File: config.mk
export PLATFORM = sky130hd
export DESIGN_NAME = tcc_capture_compare
export DESIGN_NICKNAME = d
export VERILOG_FILES = /design/src/shared/tcc_pkg.sv /design/src/design/tcc_capture_compare.sv
export SDC_FILE = /design/constraint.sdc
export NUM_CORES = 1
export LEC_CHECK = 0
export BUFFER_PORTS_ARGS = -buffer_cell sky130_fd_sc_hd__buf_2
export CAP_MARGIN = 10
export CORE_MARGIN = 5
export CORE_UTILIZATION = 50
export CTS_BUF_LIST = sky130_fd_sc_hd__clkbuf_8
export DETAILED_ROUTE_END_ITERATION = 10
export PLACE_DENSITY = 0.71
export SYNTH_ARGS = -nofsm -noshare
export SYNTH_HDL_FRONTEND = slang
export SYNTH_SLANG_ARGS = --single-unit
File: constraint.sdc
create_clock -name mclk -period 2.36 [get_ports mclk]
set_clock_uncertainty 0.15 [all_clocks]
set_input_delay 0.236 -clock mclk [delete_from_list [all_inputs] [get_ports mclk]]
set_output_delay 0.236 -clock mclk [all_outputs]
set_load 0.02 [all_outputs]
File: src/shared/tcc_pkg.sv
// Purpose: constants shared by the timer capture/compare block
// Assumes: 8-bit register port, byte offsets below
// Notes: offsets are register indices on the plain port
package tcc_pkg;
  // register offsets
  localparam logic [3:0] OFF_CTRL_A = 4'h0;
  localparam logic [3:0] OFF_CTRL_B = 4'h1;
  localparam logic [3:0] OFF_FORCE = 4'h2;
  localparam logic [3:0] OFF_CMP_CTRL = 4'h3;
  localparam logic [3:0] OFF_CNT_LO = 4'h4;
  localparam logic [3:0] OFF_CNT_HI = 4'h5;
  localparam logic [3:0] OFF_CAP_LO = 4'h6;
  localparam logic [3:0] OFF_CAP_HI = 4'h7;
  localparam logic [3:0] OFF_CMPA_LO = 4'h8;
  localparam logic [3:0] OFF_CMPA_HI = 4'h9;
  localparam logic [3:0] OFF_CMPB_LO = 4'hA;
  localparam logic [3:0] OFF_CMPB_HI = 4'hB;
  localparam logic [3:0] OFF_IRQ_EN = 4'hC;
  localparam logic [3:0] OFF_FLAGS = 4'hD;
  // control A fields: compare output modes and low mode bits
  localparam int COM_A_LSB = 6;
  localparam int COM_B_LSB = 4;
  localparam int WGM_LO_LSB = 0;
  // control B fields
  localparam int FILT_EN_BIT = 7;
  localparam int EDGE_SEL_BIT = 6;
  localparam int WGM_HI_LSB = 3;
  localparam int CLK_SEL_LSB = 0;
  // force register, comparator control, flag and enable bits
  localparam int FORCE_A_BIT = 7;
  localparam int FORCE_B_BIT = 6;
  localparam int CMP_CAP_SEL_BIT = 6;
  localparam int CAP_BIT = 5;
  localparam int CMPB_BIT = 2;
  localparam int CMPA_BIT = 1;
  // reset values
  localparam logic [7:0] RST_BYTE = 8'h00;
  localparam logic [15:0] RST_WORD = 16'h0000;
  // capture filter length in system clock samples
  localparam int FILT_LEN = 4;
  // waveform modes of note
  localparam logic [3:0] WGM_NORMAL = 4'h0;
  localparam logic [3:0] WGM_CTC_A = 4'h4;
  localparam logic [3:0] WGM_PFC_CAP = 4'h8;
  localparam logic [3:0] WGM_PFC_A = 4'h9;
  localparam logic [3:0] WGM_PC_CAP = 4'hA;
  localparam logic [3:0] WGM_CTC_CAP = 4'hC;
  localparam logic [3:0] WGM_RSVD = 4'hD;
  localparam logic [3:0] WGM_FAST_CAP = 4'hE;
  // compare output actions
  localparam logic [1:0] COM_TOGGLE = 2'h1;
  localparam logic [1:0] COM_CLEAR = 2'h2;
  localparam logic [1:0] COM_SET = 2'h3;
endpackage

File: src/design/tcc_capture_compare.sv
// Purpose: input capture and two compare units beside a 16-bit counter
// Assumes: counter, prescaler and pin muxing live outside; timer_tick
//          is a one-cycle pulse per timer clock on mclk
// Notes: 16-bit registers go through one shared high-byte latch
//
// Decided for this implementation: the register addresses and the address-and-strobe port.

// Summary of operation
// [RULE1] qualified edge copies counter into capture register
// [RULE2] capture flag set with copy; ack or write-one clears
// [RULE3] capture low read loads latch; high reads latch
// [RULE4] capture writable only when it sets TOP
// [RULE5] trigger from pin, or comparator when selected
// [RULE6] software clears capture flag after source change
// [RULE7] filter changes output after four equal samples
// [RULE8] filter enable bit, sampled on system clock
// [RULE9] capture disabled in capture-as-TOP modes
// [RULE10] new capture overwrites, no overrun protection
// [RULE11] software flips edge then clears flag
// [RULE12] compare all bits; flag at next timer tick
// [RULE13] compare flag irq when enabled; ack clears
// [RULE14] compare A value offered as counter TOP
// [RULE15] compare double buffered in PWM modes only
// [RULE16] access buffer when buffered; reads skip latch
// [RULE17] high byte to latch, low write moves both
// [RULE18] force strobe updates output outside PWM modes only, no flag
// [RULE19] counter write blocks matches next timer tick
// [RULE20] software avoids writing counter equal TOP
// [RULE21] output state kept across mode changes
// [RULE22] output mode field takes effect at once
// [RULE23] one high-byte latch for all 16-bit registers
// [RULE24] counter write beats clear or count
// [RULE25] edge select picks rising or falling edge
module tcc_capture_compare (
  input wire logic mclk, // system clock, 125 MHz
  input wire logic rstn, // synchronous reset, active low
  input wire logic [3:0] reg_addr, // register offset
  input wire logic [7:0] reg_wdata, // write data
  input wire logic reg_wr, // write strobe
  input wire logic reg_rd, // read strobe
  output logic [7:0] reg_rdata, // read data, cycle after strobe
  input wire logic [15:0] count_value, // counter value
  input wire logic timer_tick, // one pulse per timer clock
  input wire logic count_at_top, // counter is at TOP
  input wire logic count_at_bottom, // counter is at BOTTOM
  output logic count_wr, // counter load pulse
  output logic [15:0] count_wr_data, // counter load value
  input wire logic capture_in_pin, // asynchronous capture pin
  input wire logic comparator_out, // asynchronous comparator output
  input wire logic capture_irq_ack, // capture interrupt serviced
  input wire logic [1:0] compare_irq_ack, // compare irq serviced, B:A
  output logic capture_irq, // capture interrupt request
  output logic [1:0] compare_irq, // compare irq requests, B:A
  output logic [1:0] compare_match, // match pulses to waveforms, B:A
  output logic [1:0] compare_out_state, // output compare state, B:A
  output logic [15:0] compare_top_a, // compare A value as TOP
  output logic [15:0] capture_top, // capture value as TOP
  output logic [3:0] wave_gen_mode, // waveform generation mode
  output logic [2:0] clock_sel, // prescaler clock select
  output logic [1:0] compare_out_mode_a, // unit A output mode
  output logic [1:0] compare_out_mode_b // unit B output mode
);

  typedef struct packed {
    logic [7:0] ctrl_a;
    logic [7:0] ctrl_b;
    logic comparator_capture_sel;
    logic [7:0] irq_en;
    logic [7:0] temp;
    logic [15:0] capture_value;
    logic capture_flag;
    logic [1:0][15:0] compare_value;
    logic [1:0][15:0] compare_buf;
    logic [1:0] compare_flag;
    logic [1:0] oc_state;
    logic [1:0] match;
    logic block;
    logic [2:0] sync_pin;
    logic [2:0] sync_cmp;
    logic lvl_pin;
    logic lvl_cmp;
    logic [tcc_pkg::FILT_LEN-1:0] filt_hist;
    logic filt_out;
    logic trig_prev;
    logic cnt_wr;
    logic [15:0] cnt_wr_val;
    logic [7:0] rdata;
  } tcc_state_s;

  tcc_state_s st_q;
  tcc_state_s st_d;

  logic [3:0] wgm;
  logic pwm_mode;
  logic cap_is_top;
  logic at_bottom_mode;
  logic wr_hit;
  logic rd_hit;
  logic trig_raw;
  logic trig;
  logic cap_edge;
  logic [1:0] com [2];

  // mode decode, shared by capture and compare paths
  assign wgm = {st_q.ctrl_b[tcc_pkg::WGM_HI_LSB +: 2],
                st_q.ctrl_a[tcc_pkg::WGM_LO_LSB +: 2]};
  assign pwm_mode = !(wgm == tcc_pkg::WGM_NORMAL ||
                      wgm == tcc_pkg::WGM_CTC_A ||
                      wgm == tcc_pkg::WGM_CTC_CAP ||
                      wgm == tcc_pkg::WGM_RSVD);
  assign cap_is_top = (wgm == tcc_pkg::WGM_PFC_CAP ||
                       wgm == tcc_pkg::WGM_PC_CAP ||
                       wgm == tcc_pkg::WGM_CTC_CAP ||
                       wgm == tcc_pkg::WGM_FAST_CAP);
  assign at_bottom_mode = (wgm == tcc_pkg::WGM_PFC_CAP ||
                           wgm == tcc_pkg::WGM_PFC_A);
  assign wr_hit = reg_wr;
  assign rd_hit = reg_rd;
  assign com[0] = st_q.ctrl_a[tcc_pkg::COM_A_LSB +: 2]; // see [RULE22]
  assign com[1] = st_q.ctrl_a[tcc_pkg::COM_B_LSB +: 2]; // see [RULE22]

  // trigger select and edge detection on the settled level
  assign trig_raw = st_q.comparator_capture_sel ? st_q.lvl_cmp
                                                : st_q.lvl_pin; // see [RULE5]
  assign trig = st_q.ctrl_b[tcc_pkg::FILT_EN_BIT] ? st_q.filt_out
                                                  : trig_raw; // see [RULE8]
  assign cap_edge = !cap_is_top &&                            // see [RULE9]
                    (st_q.ctrl_b[tcc_pkg::EDGE_SEL_BIT] ?
                     (trig && !st_q.trig_prev) :
                     (!trig && st_q.trig_prev));              // see [RULE25]

  // next-state logic for the whole block
  always_comb begin
    logic [15:0] wr_word;
    logic [1:0] forced;
    logic clr_cap;
    logic [1:0] clr_cmp;
    wr_word = {st_q.temp, reg_wdata};
    forced = 2'h0;
    clr_cap = 1'b0;
    clr_cmp = 2'h0;
    st_d = st_q;
    st_d.cnt_wr = 1'b0;
    st_d.match = 2'h0;
    st_d.rdata = tcc_pkg::RST_BYTE;

    // input synchronisers: a level counts once stages two and three agree
    st_d.sync_pin = {st_q.sync_pin[1:0], capture_in_pin};
    st_d.sync_cmp = {st_q.sync_cmp[1:0], comparator_out};
    if (st_q.sync_pin[2] == st_q.sync_pin[1]) begin
      st_d.lvl_pin = st_q.sync_pin[2];
    end
    if (st_q.sync_cmp[2] == st_q.sync_cmp[1]) begin
      st_d.lvl_cmp = st_q.sync_cmp[2];
    end

    // four-sample filter on every system clock
    st_d.filt_hist = {st_q.filt_hist[tcc_pkg::FILT_LEN-2:0], trig_raw};
    if (&st_d.filt_hist) begin                       // see [RULE7]
      st_d.filt_out = 1'b1;
    end else if (~|st_d.filt_hist) begin             // see [RULE7]
      st_d.filt_out = 1'b0;
    end
    st_d.trig_prev = trig;

    // register writes
    if (wr_hit) begin
      unique case (reg_addr)
        tcc_pkg::OFF_CTRL_A: st_d.ctrl_a = reg_wdata;
        tcc_pkg::OFF_CTRL_B: st_d.ctrl_b = reg_wdata;
        tcc_pkg::OFF_FORCE: begin
          if (!pwm_mode) begin                        // see [RULE18]
            forced[0] = reg_wdata[tcc_pkg::FORCE_A_BIT];
            forced[1] = reg_wdata[tcc_pkg::FORCE_B_BIT];
          end
        end
        tcc_pkg::OFF_CMP_CTRL: begin
          st_d.comparator_capture_sel = reg_wdata[tcc_pkg::CMP_CAP_SEL_BIT];
        end
        tcc_pkg::OFF_CNT_LO: begin
          st_d.cnt_wr = 1'b1;                         // see [RULE24]
          st_d.cnt_wr_val = wr_word;
          st_d.block = 1'b1;                          // see [RULE19]
        end
        tcc_pkg::OFF_CAP_LO: begin
          if (cap_is_top) begin                       // see [RULE4]
            st_d.capture_value = wr_word;
          end
        end
        tcc_pkg::OFF_CMPA_LO, tcc_pkg::OFF_CMPB_LO: begin
          if (pwm_mode) begin                         // see [RULE16]
            st_d.compare_buf[reg_addr[1]] = wr_word;  // see [RULE17]
          end else begin
            st_d.compare_value[reg_addr[1]] = wr_word; // see [RULE17]
          end
        end
        tcc_pkg::OFF_CNT_HI, tcc_pkg::OFF_CAP_HI,
        tcc_pkg::OFF_CMPA_HI, tcc_pkg::OFF_CMPB_HI: begin
          st_d.temp = reg_wdata;                      // see [RULE23]
        end
        tcc_pkg::OFF_IRQ_EN: st_d.irq_en = reg_wdata;
        tcc_pkg::OFF_FLAGS: begin
          clr_cap = reg_wdata[tcc_pkg::CAP_BIT];      // see [RULE2]
          clr_cmp[0] = reg_wdata[tcc_pkg::CMPA_BIT];  // see [RULE13]
          clr_cmp[1] = reg_wdata[tcc_pkg::CMPB_BIT];
        end
        default: begin
        end
      endcase
    end

    // register reads, answered one cycle later
    if (rd_hit) begin
      unique case (reg_addr)
        tcc_pkg::OFF_CTRL_A: st_d.rdata = st_q.ctrl_a;
        tcc_pkg::OFF_CTRL_B: st_d.rdata = st_q.ctrl_b;
        tcc_pkg::OFF_CMP_CTRL: begin
          st_d.rdata[tcc_pkg::CMP_CAP_SEL_BIT] = st_q.comparator_capture_sel;
        end
        tcc_pkg::OFF_CNT_LO: begin
          st_d.rdata = count_value[7:0];
          st_d.temp = count_value[15:8];              // see [RULE23]
        end
        tcc_pkg::OFF_CAP_LO: begin
          st_d.rdata = st_q.capture_value[7:0];
          st_d.temp = st_q.capture_value[15:8];       // see [RULE3]
        end
        tcc_pkg::OFF_CNT_HI, tcc_pkg::OFF_CAP_HI: begin
          st_d.rdata = st_q.temp;                     // see [RULE3]
        end
        tcc_pkg::OFF_CMPA_LO, tcc_pkg::OFF_CMPB_LO: begin
          st_d.rdata = pwm_mode ? st_q.compare_buf[reg_addr[1]][7:0]
                                : st_q.compare_value[reg_addr[1]][7:0];
        end
        tcc_pkg::OFF_CMPA_HI, tcc_pkg::OFF_CMPB_HI: begin
          st_d.rdata = pwm_mode ? st_q.compare_buf[reg_addr[1]][15:8]
                                : st_q.compare_value[reg_addr[1]][15:8];
        end                                           // see [RULE16]
        tcc_pkg::OFF_IRQ_EN: st_d.rdata = st_q.irq_en;
        tcc_pkg::OFF_FLAGS: begin
          st_d.rdata[tcc_pkg::CAP_BIT] = st_q.capture_flag;
          st_d.rdata[tcc_pkg::CMPA_BIT] = st_q.compare_flag[0];
          st_d.rdata[tcc_pkg::CMPB_BIT] = st_q.compare_flag[1];
        end
        default: st_d.rdata = tcc_pkg::RST_BYTE;
      endcase
    end

    // capture: copy counter and raise flag together, set beats clear
    if (capture_irq_ack || clr_cap) begin
      st_d.capture_flag = 1'b0;
    end
    if (cap_edge) begin
      st_d.capture_value = count_value;               // see [RULE1]
      st_d.capture_flag = 1'b1;                       // see [RULE2]
    end                                               // see [RULE10]

    // compare units: match, flag, buffer transfer and output state
    for (int i = 0; i < 2; i++) begin
      if (compare_irq_ack[i] || clr_cmp[i]) begin
        st_d.compare_flag[i] = 1'b0;
      end
      if (timer_tick && !st_q.block &&
          count_value == st_q.compare_value[i]) begin // see [RULE12]
        st_d.match[i] = 1'b1;
        st_d.compare_flag[i] = 1'b1;                  // see [RULE13]
        if (pwm_mode) begin
          if (com[i] == tcc_pkg::COM_CLEAR) begin
            st_d.oc_state[i] = 1'b0;
          end else if (com[i] == tcc_pkg::COM_SET) begin
            st_d.oc_state[i] = 1'b1;
          end
        end
      end
      if (forced[i] || st_d.match[i] && !pwm_mode) begin
        unique case (com[i])                          // see [RULE18]
          tcc_pkg::COM_TOGGLE: st_d.oc_state[i] = !st_q.oc_state[i];
          tcc_pkg::COM_CLEAR: st_d.oc_state[i] = 1'b0;
          tcc_pkg::COM_SET: st_d.oc_state[i] = 1'b1;
          default: st_d.oc_state[i] = st_q.oc_state[i]; // see [RULE21]
        endcase
      end
      if (pwm_mode && timer_tick && count_at_bottom &&
          !(st_d.match[i])) begin
        if (com[i] == tcc_pkg::COM_CLEAR) begin
          st_d.oc_state[i] = 1'b1;
        end else if (com[i] == tcc_pkg::COM_SET) begin
          st_d.oc_state[i] = 1'b0;
        end
      end
      if (pwm_mode && timer_tick &&
          (at_bottom_mode ? count_at_bottom : count_at_top)) begin
        st_d.compare_value[i] = st_q.compare_buf[i];  // see [RULE15]
      end
    end

    // a blocked timer tick consumes the block
    if (timer_tick && st_q.block) begin
      st_d.block = 1'b0;                              // see [RULE19]
    end
    if (wr_hit && reg_addr == tcc_pkg::OFF_CNT_LO) begin
      st_d.block = 1'b1;
    end
  end

  // state register
  always_ff @(posedge mclk) begin
    if (!rstn) begin
      st_q <= '0;
    end else begin
      st_q <= st_d;
    end
  end

  // outputs
  assign reg_rdata = st_q.rdata;
  assign count_wr = st_q.cnt_wr;
  assign count_wr_data = st_q.cnt_wr_val;
  assign capture_irq = st_q.capture_flag && st_q.irq_en[tcc_pkg::CAP_BIT];
  assign compare_irq[0] = st_q.compare_flag[0] &&
                          st_q.irq_en[tcc_pkg::CMPA_BIT];
  assign compare_irq[1] = st_q.compare_flag[1] &&
                          st_q.irq_en[tcc_pkg::CMPB_BIT];
  assign compare_match = st_q.match;
  assign compare_out_state = st_q.oc_state;
  assign compare_top_a = st_q.compare_value[0];       // see [RULE14]
  assign capture_top = st_q.capture_value;
  assign wave_gen_mode = wgm;
  assign clock_sel = st_q.ctrl_b[tcc_pkg::CLK_SEL_LSB +: 3];
  assign compare_out_mode_a = com[0];
  assign compare_out_mode_b = com[1];

endmodule

After elaboration in Yosys (flattened, before gate mapping)

Cells that the tools add are included.

Muxes and demuxes: 72
Equality and inequality tests: 31
Bitwise gates (word level): 1
$lt $le $gt $ge: 2
Reduce and logical (&&, ||, !) cells: 70

Operators with widths:

| kind                                                                  | number |
|---|---|
| 16-bit two-way mux                                                    | 9 |
| 64-bit two-way mux                                                    | 2 |
| 32-bit bitwise mux                                                    | 2 |
| 32-bit two-way mux                                                    | 2 |
| 4-bit equality test, second input constant                            | 12 |
| 1-bit two-way mux                                                     | 35 |
| 17-bit two-way mux                                                    | 2 |
| 16-bit equality test                                                  | 2 |
| 8-bit two-way mux                                                     | 4 |
| 24-bit two-way mux                                                    | 1 |
| 4-bit by 3-bit equality test with 1-bit output, second input constant | 5 |
| 1-bit logical AND                                                     | 19 |
| 1-bit case mux with 9 select lines                                    | 2 |
| 2-bit case mux with 9 select lines                                    | 1 |
| 2-bit nonzero test                                                    | 9 |
| 16-bit demux with 1-bit select                                        | 1 |
| 1-bit case mux with 8 select lines                                    | 2 |
| 2-bit case mux with 8 select lines                                    | 1 |
| 8-bit case mux with 2 select lines                                    | 1 |
| 2-bit AND reduction                                                   | 8 |
| 1-bit logical OR                                                      | 12 |
| 2-bit two-way mux                                                     | 5 |
| 1-bit zero test                                                       | 9 |
| 3-bit AND reduction                                                   | 3 |
| other kinds (15)                                                      | 27 |

Register bits after elaboration: 159
Input port bits: 40
Word-level logic and storage cells: 202
Output and inout bits: 75

Longest topological paths before layout

Depth in word-level cells: 12
Depth in mapped cells: 9
Mapped depth without buffers: 6

Worst setup path after synthesis

Ideal clock, no wire load.

Path kind: flip-flop to flip-flop
Start: register st_q (netlist bit wave_gen_mode[2])
End: register st_q (netlist bit compare_top_a[12])
Period minus slack after synthesis: 2.104 ns
Data required time: 2.087 ns
Path buffers: 3
Setup slack: 0.256 ns
Cell stages (with the launch flop): 9
Setup time: 0.123 ns
Data arrival time: 1.831 ns
Path through: dfxtp_1 > and2b_1 > or3_1 > buf_2 > and3_4 > buf_6 > buf_4 > a221oi_1 > nor2_1

Word-level cells in the longest chain between the ends: 9
Elaborated cells on any way between the ends: 19
Those cells by class: 5 x eq/ne; 2 x mux; 12 x reduce/logical

Ends and longest elaborated chain:

| element                                                                           | line                                                   | text |
|---|---|---|
| start, declared                                                                   | tcc_capture_compare.sv:90                              | `tcc_state_s st_q;` |
| start signal, assigned                                                            | tcc_capture_compare.sv:311                             | `st_q <= st_d;` |
| 4-bit by 3-bit equality test with 1-bit output or 4-bit zero test (tied branches) | tcc_capture_compare.sv:108, tcc_capture_compare.sv:107 |  |
| 1-bit logical OR                                                                  | tcc_capture_compare.sv:107                             | `assign pwm_mode = !(wgm == tcc_pkg::WGM_NORMAL \|\|` |
| 1-bit logical OR                                                                  | tcc_capture_compare.sv:108                             | `wgm == tcc_pkg::WGM_CTC_A \|\|` |
| 1-bit logical OR                                                                  | tcc_capture_compare.sv:109                             | `wgm == tcc_pkg::WGM_CTC_CAP \|\|` |
| 1-bit zero test                                                                   | tcc_capture_compare.sv:107                             |  |
| 1-bit logical AND (2 in a row)                                                    | tcc_capture_compare.sv:291                             | `if (pwm_mode && timer_tick &&` |
| 2-bit nonzero test (no line)                                                      | --                                                     |  |
| 3-bit AND reduction (no line)                                                     | --                                                     |  |

Several ways; a longest one is shown, not always the timed one.
A chain may end at the register's enable or synchronous reset.

Final worst setup path

Start: register st_q (netlist bit wave_gen_mode[1])
End: register st_q[100] (netlist bit)

The elaborated chain is that of the path after synthesis.

==> flow_summary.yaml <==
cts:
  clk_pin_slew_worst_setup_hold_paths_ns: 0.09
  htree_levels: 4
  tritoncts: "built"
  max_buffers_root_to_sink: 2
  root_buffer: "sky130_fd_sc_hd__clkbuf_8"
  clk-insertion-delay-late_ns: 0.47
  cts_made_buffers: 17
  numClockSinks: 159
finish:
  nNetsFinal: 1039
  filler_cell_count: 1532
  proportion_of_layout_cells_with_a_drive_suffix_above_1: 0.2134
  regArea_um2: 3184
  count_of_antenna_diodes_in_the_layout: 0
  total_area_of_multi_input_combinational_cells_um2: 3984
  layout-area-overhead-vs-synth_pct: 8.390
synthesis:
  cell_types_occupying_the_most_area_after_synthesis: "sky130_fd_sc_hd__dfxtp_1 39%, sky130_fd_sc_hd__buf_4 7.0%, sky130_fd_sc_hd__nand2_1 6.9%, sky130_fd_sc_hd__a21oi_1 6.2%, sky130_fd_sc_hd__mux4_2 4.4%"
  top_cell_type_by_total_area_after_synthesis: "sky130_fd_sc_hd__dfxtp_1"
  synth_nets: 1008
  yosysWarnings: 0
  synth_seq_area_share: 0.3902
  async_flop_share: 0
  syn_inst: 968
  synth_seq_cells: 159
  syn-mean-instance-area_um2: 8.428
  synth_enable_flop_cells: 0
  synth_top_area_frac: 0.3902
  synth_top_flop_cell: "sky130_fd_sc_hd__dfxtp_1"
  mappedNetlistArea_um2: 8158
  synth_cell_types: 55
worst_setup_path:
  critical_path_peak_fanout: 32
  ff2ff_path_depth: 6
  worst_r2r_endpoint: "st_q[100]"
  worstSetupStartpointType: "flip-flop"
  critical_path.reg2reg.startpoint: "wave_gen_mode[1]"
  cp_data_required_time_ns: 2.57
  crit_path_end_kind: "flip-flop"
  worstPathCellList: "nor3b_1 -> mux2_2 -> and3_4 -> buf_4 -> a221oi_1 -> nor2_1"
  crit_arrival_ns: 2.41
  ff2ff_setup_slack_ns: 0.16
  slowest_delay_ns: 0.39
  critical-path-slowest-cell: "sky130_fd_sc_hd__dfxtp_1"
  timing.setup.critical_path_class: "flip-flop to flip-flop"
grt:
  globalRouteOverflowTotal: 0
  grt_max_degree: 56
  grt.total_usage: 0.2762
  first_global_vias: 6809
  grt_antenna_before_repair: 0
  grt_first_pass_wirelength_um: 39740
sta:
  setup-tns-final_ns: 0
  rsz0062_at_grt: "no"
  timing.max_slew.rel_slack: 0.6091
  min_period_over_period: 0.9330
  hold_viol_final: 0
  finalMaxSlewViolations: 0
  setup_slack_ns: 0.1582
  worstMarginPinSlew_ns: 0.5864
  final-setup-viol-count: 0
  timing.fmax_mhz: 454.2
  timing.final.crit_period_ns: 2.202
placement:
  io_buffer_count: 114
  pre_cts_slack_ns: 0.1328
  routabilityCongestion: 0.9507
  dp_hpwl_um: 18280
power_and_ir_drop:
  power_density_nw_per_um2: 605.4
  static_leak_nw: 3.421
  comb_power_share: 0.097
  clkPwrFrac: 0.383
  power.internal_mw: 3.860
  switching_power_mw: 1.493
  seq_power_share: 0.519
  power.ir.vdd_worst_mv: 0.3565
  netSwitchingFraction: 0.2789
routing:
  drc_errors: 0
  detailedRoute.firstIterationViolations: 835
  avgRoutedWirePerCell_um: 21.21
  drt.antenna.violating_nets: 0
  wire_length_reported_by_the_detailed_router_um: 26050
  via_count: 7450
  detail_route.first_pass.iterations: 6
  post_drt_via_cell_ratio: 6.067
min_path:
  holdPathEnd: "st_q[64]"
  holdPathStages: 3
  min-delay-path-class: "input port to flip-flop"
  worstHoldStart: "reg_wdata[2]"
die:
  die_x_um: 137.7
  row_count: 46
  floorplan.io_pins: 115
  floorplan.die_area_um2: 18970
  starting_density_of_the_core: 0.5117
  dieHeight_um: 137.7
  design.core.area_um2: 15940
run:
  max-cap-violations: 0
outcome:
  outcome: "finished clean"
==> power by group through the flow <==
stage          Clock [mW]  Sequential [mW]  Combinational [mW]
6_report             2.05             2.78               0.519
4_1_cts              2.06             2.78               0.508
3_3_place_gp            0             2.84               0.492
2_1_floorplan           0             2.80               0.354
3_5_place_dp            0             2.84               0.496
5_1_grt              2.17             2.78               0.552
==> cell families after synthesis <==
logic type	count (synthesis)	share of synthesized area
simple gates	314	0.1735
buf+inv	164	0.1221
mux	42	0.07653
flops	159	0.3902
xor+xnor	34	0.03650
compound gates	255	0.2012
==> worst max-delay path: cells and delay by family (launching register included) <==
| kind | cells | cell delay (ns) |
|---|---|---|
| muxes | 1 | 0.36 |
| and+or+nand+nor | 3 | 0.56 |
| DFF | 1 | 0.39 |
| AOI/OAI and AO/OA | 1 | 0.36 |
| buffers and inverters | 1 | 0.26 |
==> registers in the layout (all words and copies together), names as in the netlist <==
signal              cells
st_q                   80
capture_top            16
compare_top_a          16
count_wr_data          16
reg_rdata               8
st_d                    7
wave_gen_mode           4
clock_sel               3
compare_match           2
compare_out_mode_a      2
compare_out_mode_b      2
compare_out_state       2
count_wr                1
==> synth_stat cells, drive strengths merged, types with 6 or more instances <==
| library cell | count |
|---|---|
| nand2b | 7 |
| mux2i | 23 |
| o22ai | 12 |
| nor2b | 10 |
| nand3 | 30 |
| buf | 110 |
| clkbuf | 39 |
| and2 | 18 |
| mux4 | 16 |
| nor2 | 65 |
| inv | 15 |
| a22oi | 25 |
| nand4 | 7 |
| o221ai | 13 |
| nand2 | 151 |
| a31oi | 7 |
| a21o | 6 |
| a221oi | 32 |
| xnor2 | 29 |
| a21oi | 103 |
| o21ai | 40 |
| dfxtp | 159 |
==> stage by stage <==
step,power (mW),utilization,std cells,area (um^2),hold WS [ns]
3_3_place_gp,3.332,0.5250,1188,8369,0.2635
5_1_grt,5.506,0.5546,1228,8842,0.02036
4_1_cts,5.346,0.5545,1228,8841,0.001241
3_5_place_dp,3.337,0.5250,1188,8369,0.2704
6_report,5.353,0.5546,1228,8842,0.02050
2_1_floorplan,3.159,-,968,8158,0.2133
==> metal layers <==
metal  GRT usage  routed length, um  vias to the layer above
met5           0                  0                        -
met2      0.4116              11230                      481
li1            -                  -                     3393
met3     0.06757               2919                       69
met1      0.3806              10980                     3507
met4      0.1196                925                        0
==> how the worst max path moves through the flow <==
stage	startpoint	cells past startpoint	end
floorplan	wave_gen_mode[2]	8	compare_top_a[12]
global placement	wave_gen_mode[3]	6	reg_rdata[6]
detailed placement	wave_gen_mode[3]	6	st_q[100]
CTS	wave_gen_mode[3]	6	st_q[100]
global route	wave_gen_mode[1]	6	st_q[97]
finish	wave_gen_mode[1]	6	st_q[100]
==> cell usage in the layout, fill, tap and decap left out, drive strengths merged, types with 3 or more instances in the layout <==
master         n
a21o           6
a21oi        103
a221oi        32
a22o           4
a22oi         25
a2bb2oi        4
a311oi         3
a31oi          7
and2          18
and3           4
buf          153
clkbuf        17
clkinv         3
clkinvlp       4
dfxtp        159
dlygate4sd3    8
inv           21
mux2           3
mux2i         23
mux4          16
nand2        151
nand2b         7
nand3         30
nand3b         3
nand4          7
nor2          65
nor2b         10
nor3           5
nor3b          3
nor4           3
o21ai         40
o221ai        13
o22ai         12
or3            3
xnor2         29
xor2           5
==> timing repair <==
item	in CTS	in global routing
resized for setup	0	1
hold endpoints to repair	9	0
hold buffers	8	0
setup endpoints to repair	0	9
buffers inserted	0	0
==> area by class of cell <==
type                            count  share of cell area
Timing Repair Buffer              161              0.1081
Tap cell                          216             0.03056
Multi-Input combinational cell    645              0.4505
Clock buffer                       17             0.02646
Inverter                           15            0.006368
Sequential cell                   159              0.3601
Clock inverter                     15             0.01783
Note: power is estimated with default switching activity, not from simulation.
